<file path="src/design/mcpi_pkg.sv">
// mcpi_pkg: constants, states and carriers of the motion command interface
// assumes one 125 MHz clock domain shared with the motion core
package mcpi_pkg;

  // register addresses: index in [15:8], subindex in [7:0]
  localparam logic [15:0] ADR_PTP_ABS    = 16'h2301;
  localparam logic [15:0] ADR_PTP_ACK    = 16'h2302;
  localparam logic [15:0] ADR_PTP_REL    = 16'h2303;
  localparam logic [15:0] ADR_PTP_RESUME = 16'h2304;
  localparam logic [15:0] ADR_PTP_SPEED  = 16'h2305;
  localparam logic [15:0] ADR_VEL_SET    = 16'h2401;
  localparam logic [15:0] ADR_VEL_ACK    = 16'h2402;
  localparam logic [15:0] ADR_GEAR_START = 16'h2601;
  localparam logic [15:0] ADR_GEAR_ACK   = 16'h2602;
  localparam logic [15:0] ADR_GEAR_SPEED = 16'h2605;
  localparam logic [15:0] ADR_GEAR_ACCEL = 16'h2606;
  localparam logic [15:0] ADR_GEAR_RATIO = 16'h2607;
  localparam logic [15:0] ADR_IRQ_STAT   = 16'h7f01;
  localparam logic [15:0] ADR_IRQ_MASK   = 16'h7f02;

  // reset values
  localparam logic [31:0] DEF_MOTION_SPEED = 32'h0000_003c;
  localparam logic [31:0] RST_PTP_SPEED    = DEF_MOTION_SPEED;
  localparam logic [31:0] RST_GEAR_SPEED   = 32'h0000_0bb8;
  localparam logic [31:0] RST_GEAR_ACCEL   = 32'h0000_0258;
  localparam logic [31:0] RST_GEAR_RATIO   = 32'h0000_0001;
  localparam logic [15:0] RST_ACK          = 16'h0000;
  localparam logic [3:0]  RST_IRQ          = 4'h0;

  // accepted ranges
  localparam logic [31:0] PTP_SPEED_MIN  = 32'h0000_0001;
  localparam logic [31:0] PTP_SPEED_MAX  = 32'h7fff_ffff;
  localparam logic [31:0] GEAR_SPEED_MIN = 32'h0000_0001;
  localparam logic [31:0] GEAR_SPEED_MAX = 32'h0000_2ee0;
  localparam logic [31:0] GEAR_ACCEL_MIN = 32'h0000_0078;
  localparam logic [31:0] GEAR_ACCEL_MAX = 32'h0001_d4c0;

  // acknowledgement word layout
  localparam logic [7:0]  ACK_FAULT_MASK = 8'hef;
  localparam int unsigned ACK_REACHED    = 13;
  localparam int unsigned ACK_END        = 14;
  localparam int unsigned ACK_ERR        = 15;

  // gearbox processing modes
  localparam logic [15:0] GEAR_OFF  = 16'h0000;
  localparam logic [15:0] GEAR_IMM  = 16'h0001;
  localparam logic [15:0] GEAR_COMP = 16'h0002;

  // interrupt status bits
  localparam int unsigned IRQ_VEL_END  = 0;
  localparam int unsigned IRQ_PTP_END  = 1;
  localparam int unsigned IRQ_GEAR_END = 2;
  localparam int unsigned IRQ_FAULT    = 3;

  typedef enum logic [3:0] {
    ST_IDLE = 4'b0001,
    ST_VEL  = 4'b0010,
    ST_PTP  = 4'b0100,
    ST_GEAR = 4'b1000
  } mcpi_state_e;

  typedef enum logic [4:0] {
    CMD_NONE   = 5'b00001,
    CMD_VEL    = 5'b00010,
    CMD_PTP    = 5'b00100,
    CMD_RESUME = 5'b01000,
    CMD_GEAR   = 5'b10000
  } mcpi_cmd_e;

  typedef struct packed {
    logic        start;
    mcpi_cmd_e   kind;
    logic [31:0] setpoint;
    logic [31:0] speed;
    logic [1:0]  gear_sync;
  } mcpi_cmd_s;

  typedef struct packed {
    logic [7:0] fault;
    logic       at_speed;
    logic       at_pos;
    logic       done;
  } mcpi_stat_s;

endpackage : mcpi_pkg

</file>
<file path="src/design/mcpi_top.sv">
// mcpi_top: command registers, acknowledgement words and gearbox scaling
// assumes the motion core runs on clk_in and drives stat_in on that clock
//
// Notes on behaviour
// - writing the speed setpoint starts a ramp towards that signed speed
// - speed ack word: faults bits 0-3,5-7, reached 13, end 14, error 15
// - writing the absolute target starts a move to that position
// - writing the relative travel starts a move from present position
// - any write to resume continues an interrupted move, value ignored
// - move speed accepts 1 to 2147483647, resets to default motion speed
// - gearbox start: 0 off, 1 immediate sync, 2 compensating sync
// - gearbox acceleration limit 120 to 120000, default 600, passed raw
`timescale 1ns/1ps
module mcpi_top (
  // clock and reset
  input  wire logic                 clk_in,
  input  wire logic                 rstn_in,
  // register port
  input  wire logic [15:0]          addr_in,
  input  wire logic [31:0]          wdata_in,
  input  wire logic                 wr_in,
  input  wire logic                 rd_in,
  output logic      [31:0]          rdata_out,
  // motion core
  input  wire mcpi_pkg::mcpi_stat_s stat_in,
  input  wire logic signed [31:0]   position_in,
  input  wire logic signed [15:0]   master_delta_in,
  output mcpi_pkg::mcpi_cmd_s       cmd_out,
  output logic signed [31:0]        gear_speed_out,
  output logic [31:0]               gear_accel_out,
  // interrupt
  output logic                      irq_out
);

  mcpi_pkg::mcpi_state_e state_r, state_nxt;
  mcpi_pkg::mcpi_cmd_s   cmd_r, cmd_nxt;
  logic [31:0] vel_set_r, vel_set_nxt;
  logic [31:0] abs_r, abs_nxt;
  logic [31:0] rel_r, rel_nxt;
  logic [31:0] tgt_r, tgt_nxt;
  logic [15:0] resume_r, resume_nxt;
  logic [31:0] ptp_speed_r, ptp_speed_nxt;
  logic [15:0] gear_mode_r, gear_mode_nxt;
  logic [31:0] gear_lim_r, gear_lim_nxt;
  logic [31:0] accel_r, accel_nxt;
  logic [31:0] ratio_r, ratio_nxt;
  logic [15:0] vel_ack_r, vel_ack_nxt;
  logic [15:0] ptp_ack_r, ptp_ack_nxt;
  logic [15:0] gear_ack_r, gear_ack_nxt;
  logic [3:0]  irq_st_r, irq_st_nxt;
  logic [3:0]  irq_mask_r, irq_mask_nxt;
  logic        irq_r, irq_nxt;
  logic [31:0] rdata_r, rdata_nxt;
  logic signed [31:0] gspd_r, gspd_nxt;
  logic [3:0]  ev;
  logic        resume_ok;
  logic        fault_any;
  logic signed [47:0] prod;
  logic signed [47:0] lim48;

  function automatic logic in_range(input logic [31:0] v,
                                    input logic [31:0] lo,
                                    input logic [31:0] hi);
    in_range = ($signed(v) >= $signed(lo)) && ($signed(v) <= $signed(hi));
  endfunction : in_range

  function automatic logic hit(input logic wr, input logic [15:0] a,
                               input logic [15:0] off);
    hit = wr && (a == off);
  endfunction : hit

  // collects faults and completion into one ack word
  function automatic logic [15:0] ack_step(input logic [15:0] a,
                                           input mcpi_pkg::mcpi_stat_s s,
                                           input logic reach,
                                           input logic fin);
    logic [7:0] f;
    f = s.fault & mcpi_pkg::ACK_FAULT_MASK;
    ack_step = a | {8'h00, f};
    if (reach) begin
      ack_step[mcpi_pkg::ACK_REACHED] = 1'b1;
    end
    if (|f) begin
      ack_step[mcpi_pkg::ACK_END] = 1'b1;
      ack_step[mcpi_pkg::ACK_ERR] = 1'b1;
    end else if (fin) begin
      ack_step[mcpi_pkg::ACK_END] = 1'b1;
    end
  endfunction : ack_step

  assign fault_any = |(stat_in.fault & mcpi_pkg::ACK_FAULT_MASK);
  assign resume_ok = (state_r != mcpi_pkg::ST_PTP) && ptp_ack_r[mcpi_pkg::ACK_END] &&
                     !ptp_ack_r[mcpi_pkg::ACK_REACHED];
  assign prod      = 48'(master_delta_in) * 48'($signed(ratio_r));
  assign lim48     = $signed({16'h0000, gear_lim_r});

  always_comb begin
    state_nxt     = state_r;
    cmd_nxt       = cmd_r;
    cmd_nxt.start = 1'b0;
    vel_set_nxt   = vel_set_r;
    abs_nxt       = abs_r;
    rel_nxt       = rel_r;
    tgt_nxt       = tgt_r;
    resume_nxt    = resume_r;
    ptp_speed_nxt = ptp_speed_r;
    gear_mode_nxt = gear_mode_r;
    gear_lim_nxt  = gear_lim_r;
    accel_nxt     = accel_r;
    ratio_nxt     = ratio_r;
    vel_ack_nxt   = vel_ack_r;
    ptp_ack_nxt   = ptp_ack_r;
    gear_ack_nxt  = gear_ack_r;
    irq_mask_nxt  = irq_mask_r;
    ev            = 4'h0;
    // progress of the active mode
    unique case (state_r)
      mcpi_pkg::ST_IDLE: begin
      end
      mcpi_pkg::ST_VEL: begin
        vel_ack_nxt = ack_step(vel_ack_r, stat_in, stat_in.at_speed, stat_in.done);
      end
      mcpi_pkg::ST_PTP: begin
        ptp_ack_nxt = ack_step(ptp_ack_r, stat_in, stat_in.at_pos, stat_in.done);
      end
      mcpi_pkg::ST_GEAR: begin
        gear_ack_nxt = ack_step(gear_ack_r, stat_in, 1'b0, 1'b0);
      end
    endcase
    ev[mcpi_pkg::IRQ_VEL_END]  = vel_ack_nxt[mcpi_pkg::ACK_END] &
                                 !vel_ack_r[mcpi_pkg::ACK_END];
    ev[mcpi_pkg::IRQ_PTP_END]  = ptp_ack_nxt[mcpi_pkg::ACK_END] &
                                 !ptp_ack_r[mcpi_pkg::ACK_END];
    ev[mcpi_pkg::IRQ_GEAR_END] = gear_ack_nxt[mcpi_pkg::ACK_END] &
                                 !gear_ack_r[mcpi_pkg::ACK_END];
    ev[mcpi_pkg::IRQ_FAULT]    = (state_r != mcpi_pkg::ST_IDLE) && fault_any;
    if (|ev[2:0]) begin
      state_nxt = mcpi_pkg::ST_IDLE;
    end
    // register writes, a new start overrides the completion above
    if (hit(wr_in, addr_in, mcpi_pkg::ADR_VEL_SET)) begin
      vel_set_nxt      = wdata_in;
      cmd_nxt.start    = 1'b1;
      cmd_nxt.kind     = mcpi_pkg::CMD_VEL;
      cmd_nxt.setpoint = wdata_in;
      vel_ack_nxt      = mcpi_pkg::RST_ACK;
      state_nxt        = mcpi_pkg::ST_VEL;
    end
    if (hit(wr_in, addr_in, mcpi_pkg::ADR_PTP_ABS)) begin
      abs_nxt          = wdata_in;
      tgt_nxt          = wdata_in;
      cmd_nxt.start    = 1'b1;
      cmd_nxt.kind     = mcpi_pkg::CMD_PTP;
      cmd_nxt.setpoint = wdata_in;
      cmd_nxt.speed    = ptp_speed_r;
      ptp_ack_nxt      = mcpi_pkg::RST_ACK;
      state_nxt        = mcpi_pkg::ST_PTP;
    end
    if (hit(wr_in, addr_in, mcpi_pkg::ADR_PTP_REL)) begin
      rel_nxt          = wdata_in;
      tgt_nxt          = 32'(position_in + $signed(wdata_in));
      cmd_nxt.start    = 1'b1;
      cmd_nxt.kind     = mcpi_pkg::CMD_PTP;
      cmd_nxt.setpoint = 32'(position_in + $signed(wdata_in));
      cmd_nxt.speed    = ptp_speed_r;
      ptp_ack_nxt      = mcpi_pkg::RST_ACK;
      state_nxt        = mcpi_pkg::ST_PTP;
    end
    if (hit(wr_in, addr_in, mcpi_pkg::ADR_PTP_RESUME)) begin
      resume_nxt = wdata_in[15:0];
      if (resume_ok) begin
        cmd_nxt.start    = 1'b1;
        cmd_nxt.kind     = mcpi_pkg::CMD_RESUME;
        cmd_nxt.setpoint = tgt_r;
        cmd_nxt.speed    = ptp_speed_r;
        ptp_ack_nxt      = mcpi_pkg::RST_ACK;
        state_nxt        = mcpi_pkg::ST_PTP;
      end
    end
    if (hit(wr_in, addr_in, mcpi_pkg::ADR_PTP_SPEED) &&
        in_range(wdata_in, mcpi_pkg::PTP_SPEED_MIN, mcpi_pkg::PTP_SPEED_MAX)) begin
      ptp_speed_nxt = wdata_in;
    end
    if (hit(wr_in, addr_in, mcpi_pkg::ADR_GEAR_START) &&
        (wdata_in[15:0] <= mcpi_pkg::GEAR_COMP) && (wdata_in[31:16] == 16'h0000)) begin
      gear_mode_nxt     = wdata_in[15:0];
      cmd_nxt.start     = 1'b1;
      cmd_nxt.kind      = mcpi_pkg::CMD_GEAR;
      cmd_nxt.gear_sync = wdata_in[1:0];
      if (wdata_in[15:0] == mcpi_pkg::GEAR_OFF) begin
        if (state_r == mcpi_pkg::ST_GEAR) begin
          gear_ack_nxt[mcpi_pkg::ACK_END] = 1'b1;
          ev[mcpi_pkg::IRQ_GEAR_END]      = !gear_ack_r[mcpi_pkg::ACK_END];
          state_nxt                       = mcpi_pkg::ST_IDLE;
        end
      end else begin
        gear_ack_nxt = mcpi_pkg::RST_ACK;
        state_nxt    = mcpi_pkg::ST_GEAR;
      end
    end
    if (hit(wr_in, addr_in, mcpi_pkg::ADR_GEAR_SPEED) &&
        in_range(wdata_in, mcpi_pkg::GEAR_SPEED_MIN, mcpi_pkg::GEAR_SPEED_MAX)) begin
      gear_lim_nxt = wdata_in;
    end
    if (hit(wr_in, addr_in, mcpi_pkg::ADR_GEAR_ACCEL) &&
        in_range(wdata_in, mcpi_pkg::GEAR_ACCEL_MIN, mcpi_pkg::GEAR_ACCEL_MAX)) begin
      accel_nxt = wdata_in;
    end
    if (hit(wr_in, addr_in, mcpi_pkg::ADR_GEAR_RATIO)) begin
      ratio_nxt = wdata_in;
    end
    if (hit(wr_in, addr_in, mcpi_pkg::ADR_IRQ_MASK)) begin
      irq_mask_nxt = wdata_in[3:0];
    end
    // sticky status, a set in the clearing cycle wins
    irq_st_nxt = irq_st_r & ~(hit(wr_in, addr_in, mcpi_pkg::ADR_IRQ_STAT) ?
                              wdata_in[3:0] : 4'h0);
    irq_st_nxt = irq_st_nxt | ev;
    irq_nxt    = |(irq_st_nxt & irq_mask_nxt);
  end

  // gearbox speed, capped both ways
  always_comb begin
    gspd_nxt = 32'sd0;
    if (state_r == mcpi_pkg::ST_GEAR) begin
      if (prod > lim48) begin
        gspd_nxt = $signed(gear_lim_r);
      end else if (prod < -lim48) begin
        gspd_nxt = -$signed(gear_lim_r);
      end else begin
        gspd_nxt = prod[31:0];
      end
    end
  end

  // read data for the cycle after the strobe
  always_comb begin
    rdata_nxt = 32'h0000_0000;
    if (rd_in) begin
      unique case (addr_in)
        mcpi_pkg::ADR_PTP_ABS:    rdata_nxt = abs_r;
        mcpi_pkg::ADR_PTP_ACK:    rdata_nxt = {16'h0000, ptp_ack_r};
        mcpi_pkg::ADR_PTP_REL:    rdata_nxt = rel_r;
        mcpi_pkg::ADR_PTP_RESUME: rdata_nxt = {16'h0000, resume_r};
        mcpi_pkg::ADR_PTP_SPEED:  rdata_nxt = ptp_speed_r;
        mcpi_pkg::ADR_VEL_SET:    rdata_nxt = vel_set_r;
        mcpi_pkg::ADR_VEL_ACK:    rdata_nxt = {16'h0000, vel_ack_r};
        mcpi_pkg::ADR_GEAR_START: rdata_nxt = {16'h0000, gear_mode_r};
        mcpi_pkg::ADR_GEAR_ACK:   rdata_nxt = {16'h0000, gear_ack_r};
        mcpi_pkg::ADR_GEAR_SPEED: rdata_nxt = gear_lim_r;
        mcpi_pkg::ADR_GEAR_ACCEL: rdata_nxt = accel_r;
        mcpi_pkg::ADR_GEAR_RATIO: rdata_nxt = ratio_r;
        mcpi_pkg::ADR_IRQ_STAT:   rdata_nxt = {28'h000_0000, irq_st_r};
        mcpi_pkg::ADR_IRQ_MASK:   rdata_nxt = {28'h000_0000, irq_mask_r};
        default:                  rdata_nxt = 32'h0000_0000;
      endcase
    end
  end

  always_ff @(posedge clk_in) begin
    if (!rstn_in) begin
      state_r     <= mcpi_pkg::ST_IDLE;
      cmd_r       <= '{start: 1'b0, kind: mcpi_pkg::CMD_NONE, setpoint: 32'h0000_0000,
                       speed: 32'h0000_0000, gear_sync: 2'b00};
      vel_set_r   <= 32'h0000_0000;
      abs_r       <= 32'h0000_0000;
      rel_r       <= 32'h0000_0000;
      tgt_r       <= 32'h0000_0000;
      resume_r    <= 16'h0000;
      ptp_speed_r <= mcpi_pkg::RST_PTP_SPEED;
      gear_mode_r <= mcpi_pkg::GEAR_OFF;
      gear_lim_r  <= mcpi_pkg::RST_GEAR_SPEED;
      accel_r     <= mcpi_pkg::RST_GEAR_ACCEL;
      ratio_r     <= mcpi_pkg::RST_GEAR_RATIO;
      vel_ack_r   <= mcpi_pkg::RST_ACK;
      ptp_ack_r   <= mcpi_pkg::RST_ACK;
      gear_ack_r  <= mcpi_pkg::RST_ACK;
      irq_st_r    <= mcpi_pkg::RST_IRQ;
      irq_mask_r  <= mcpi_pkg::RST_IRQ;
      irq_r       <= 1'b0;
      rdata_r     <= 32'h0000_0000;
      gspd_r      <= 32'sd0;
    end else begin
      state_r     <= state_nxt;
      cmd_r       <= cmd_nxt;
      vel_set_r   <= vel_set_nxt;
      abs_r       <= abs_nxt;
      rel_r       <= rel_nxt;
      tgt_r       <= tgt_nxt;
      resume_r    <= resume_nxt;
      ptp_speed_r <= ptp_speed_nxt;
      gear_mode_r <= gear_mode_nxt;
      gear_lim_r  <= gear_lim_nxt;
      accel_r     <= accel_nxt;
      ratio_r     <= ratio_nxt;
      vel_ack_r   <= vel_ack_nxt;
      ptp_ack_r   <= ptp_ack_nxt;
      gear_ack_r  <= gear_ack_nxt;
      irq_st_r    <= irq_st_nxt;
      irq_mask_r  <= irq_mask_nxt;
      irq_r       <= irq_nxt;
      rdata_r     <= rdata_nxt;
      gspd_r      <= gspd_nxt;
    end
  end

  assign rdata_out      = rdata_r;
  assign cmd_out        = cmd_r;
  assign gear_speed_out = gspd_r;
  assign gear_accel_out = accel_r;
  assign irq_out        = irq_r;
endmodule : mcpi_top

</file>
<file path="config.mk">
export PLATFORM = sky130hd
export DESIGN_NAME = mcpi_top
export DESIGN_NICKNAME = d
export VERILOG_FILES = /design/src/design/mcpi_pkg.sv /design/src/design/mcpi_top.sv
export SDC_FILE = /design/constraint.sdc
export NUM_CORES = 2
export LEC_CHECK = 0
export BUFFER_PORTS_ARGS = -buffer_cell sky130_fd_sc_hd__buf_2
export CAP_MARGIN = 20
export CORE_ASPECT_RATIO = 0.6
export CORE_MARGIN = 1
export CORE_UTILIZATION = 41
export CTS_BUF_LIST = sky130_fd_sc_hd__clkbuf_2
export DETAILED_ROUTE_END_ITERATION = 8
export SYNTH_ARGS = -nofsm -noshare
export SYNTH_HDL_FRONTEND = slang
export SYNTH_SLANG_ARGS = --single-unit
</file>
<file path="constraint.sdc">
create_clock -name clk_in -period 17.84 [get_ports clk_in]
set_input_delay 0.892 -clock clk_in [delete_from_list [all_inputs] [get_ports clk_in]]
set_output_delay 0.892 -clock clk_in [all_outputs]
set_load 0.1 [all_outputs]
</file>
==> impl_metrics.toml <==
[run_status]
outcome = "complete, no violations"

[synth]
synthTopCellsByCount = "nand2_1 (889), inv_1 (633), fa_1 (487)"
synth-seq-cells = 470
synth-compound-area-share_pct = 14.4
avgSynthCellArea_um2 = 8.36
yosysMostFrequentCell = "nand2_1"
yosysTopAreaCell = "fa_1"
synth_xor_area_share_pct = 2.18
synth_area_leaders = "fa_1 (24%), dfxtp_1 (23%), nand2_1 (8.3%), ha_1 (6.9%), inv_1 (5.9%)"
ys_seq_area_share_pct = 23.4
syn-num-nets = 5634
synthMuxAreaShare_pct = 1.77
ys_types = 79
ys_async_sr_fraction_pct = 0
synth_fa_ha_area_share_pct = 31.1
synth-simple-area-share_pct = 18.2
syn_area_mm2 = 0.0402
synth_cells = 4815
synth_edf_count = 0
ys.flop_type = "dfxtp_1"
synth_top_family_by_area = "adder cells"
ys_warn_count = 0
synth_top_area_share_pct = 24.2

[detailed_routing]
drcViolationCount = 0
via_per_inst = 5.61
vias = 35500
ant_nets = 0
wl_mm = 141
wl_per_cell_um = 22.3
dr.pass1.iters = 6
drt_iter0_drc = 4152

[power]
power.density_mw_per_mm2 = 45.5
p_leak_nw = 19.8
vdd_drop_max_v = 0.0000383

[clock_network]
clkTransAtPathRegs_ps = 120
insertion_delay_ps = 1270
htreeDepth = 3
root_buffer = "clkbuf_2"
cts_tree = "built"
cts_hold_buf = 10
post_cts_buffers = 0
clock_path_buffers = 3
cts-resized-gates = 0
cts.sinks = 470
numCtsBuffers = 97

[timing]
worst_pin_slew_ps = 1210
setup_slack_ps = 6020
slew_headroom_pct = 19.2
fin_crit_ps = 11820
hold_violations = 0
rsz0062_at_grt = "false"
final-max-slew-violation-count = 0
setup_tns_ps = 0
setup_viol_count_final = 0
fin_crit_sh_pct = 66.3
fmaxAchievable_mhz = 84.6
fin_worst_skew_ps = 177

[finish]
drive_gt1_share_pct = 10.4
final_cells = 6325
n_fill_cell = 9786
seq_area_mm2 = 0.00941
syn2layout_area_growth_pct = 8.18
nNetsFinal = 5776
multi_input_area_mm2 = 0.0273

[floorplanning]
rows = 88
ios = 280
core-area_mm2 = 0.0967
start_util_pct = 41.6
die_y_um = 245
dieArea_mm2 = 0.0994
die_w_um = 406

[setup_path]
crit_arrival_ps = 12750
worst_ep_required_time_ps = 18770
cp_slowest_cell = "dfxtp_1"
critPathCaptureType = "flop"
crit_type = "flop to flop"
start_kind = "flop"
worstPathMaxFanout = 22
cpMostUsedCell = "fa_1"
cpPeakStageDelay_ps = 1140

[place]
io_buffers = 278
gp_congestion = 0.939
dp_slack_ps = 5520
dp.cells = 6153
post-dp-hpwl_mm = 104

[grt]
grtUsageTotal_pct = 28.4
grt-ovfl-total = 0
grt_max_degree = 107
antenna_found_initial = 2
grt_pass1_wl_mm = 216
grt_pass1_vias = 34600

[min_path]
hold_path.class = "primary input to flop"

[job]
cap_violations = 0
==> area by class of cell <==
cell class | instances | share of cell area [%]
multi-input cells | 3405 | 62.7
flip-flops and latches | 470 | 21.6
inverters | 634 | 5.49
repair buffers | 349 | 4.48
well taps | 1305 | 3.75
clock buffers | 141 | 1.62
clock inverters | 19 | 0.299
diodes | 2 | 0.0115
==> kinds of logic after synthesis <==
group | after synthesis
simple gates | 1604
compound gates | 921
xor+xnor | 100
mux | 71
flops | 470
buf+inv | 940
fa+ha+maj | 709
==> placed cells by master, fill, tap and decap left out, types with 16 or more instances in the layout <==
cell      count
nand2_1     887
inv_1       633
fa_1        487
dfxtp_1     470
a21oi_1     423
buf_2       277
ha_1        221
and2_1      206
nor2_1      186
clkbuf_2    141
o21ai_0     107
xnor2_1      76
and3_1       74
mux2i_1      71
buf_4        62
nand3_1      58
a22oi_1      58
a31oi_1      57
a222oi_1     52
a21o_1       43
nor3_1       35
xor2_1       24
nand4_1      23
nand2b_1     21
nor4_1       19
nor2b_1      18
a22o_1       17
a211oi_1     16
o21a_1       16
==> where the power goes <==
group / leakage [nW] / switching [W] / internal [W] / total [W]
Clock: 0.647 / 0.000447 / 0.000236 / 0.000683
Sequential: 3.78 / 0.00000000754 / 0.00105 / 0.00105
Combinational: 15.4 / 0.000170 / 0.0000762 / 0.000246
Total: 19.8 / 0.000617 / 0.00136 / 0.00198
==> state kept, by name (all words and copies together), names as in the netlist, 32 cells and up <==
| name | cells |
|---|---|
| abs_r | 32 |
| cmd_out | 71 |
| gear_accel_out | 32 |
| gear_lim_r | 32 |
| gear_speed_out | 32 |
| ptp_speed_r | 32 |
| ratio_r | 32 |
| rdata_out | 32 |
| rel_r | 32 |
| tgt_r | 32 |
| vel_set_r | 32 |
==> critical path: cells and delay by family (launching register included) <==
kind | cells | cell delay (ps)
compound gates | 12 | 3050
fa+ha+maj | 8 | 3910
simple gates | 8 | 2760
buf+inv | 4 | 420
flops | 1 | 1140
xor+xnor | 1 | 330
==> stage by stage <==
stage | instance area (µm²) | power (W) | hold WS, ps | util [%]
final | 43500 | 0.00198 | 85.4 | 45.0
after global placement | 42600 | 0.00131 | 435 | 44.0
after detailed placement | 42600 | 0.00131 | 439 | 44.0
after global routing | 43500 | 0.00206 | 32.0 | 45.0
after CTS | 43500 | 0.00198 | 4.38 | 45.0
after floorplan | 40200 | 0.00123 | 431 | -
==> path summary, 6_finish.rpt <==
| kind | start | endpoint | slack [ps] | cells after the start |
|---|---|---|---|---|
| setup / recovery | ratio_r[14] | gear_speed_out[11] | 6020 | 33 |
| hold / removal | stat_in[9] | vel_ack_r[6] | 90 | 3 |
| hold reg to reg | tgt_r[21] | cmd_out[55] | 440 | 2 |
| setup reg to reg | ratio_r[14] | gear_speed_out[11] | 6020 | 33 |
==> layer usage <==
layer | wire length (µm) | vias to the layer above | part of all wire (%) | track usage (%)
met2 | 56400 | 1790 | 40 | 38.8
li1 | - | 16000 | - | -
met5 | 0 | - | 0 | 0
met1 | 66400 | 17500 | 47 | 44.9
met3 | 15800 | 177 | 11 | 6.21
met4 | 2440 | 0 | 1.7 | 5.85
No activity file was read; power rests on OpenSTA's default activity.
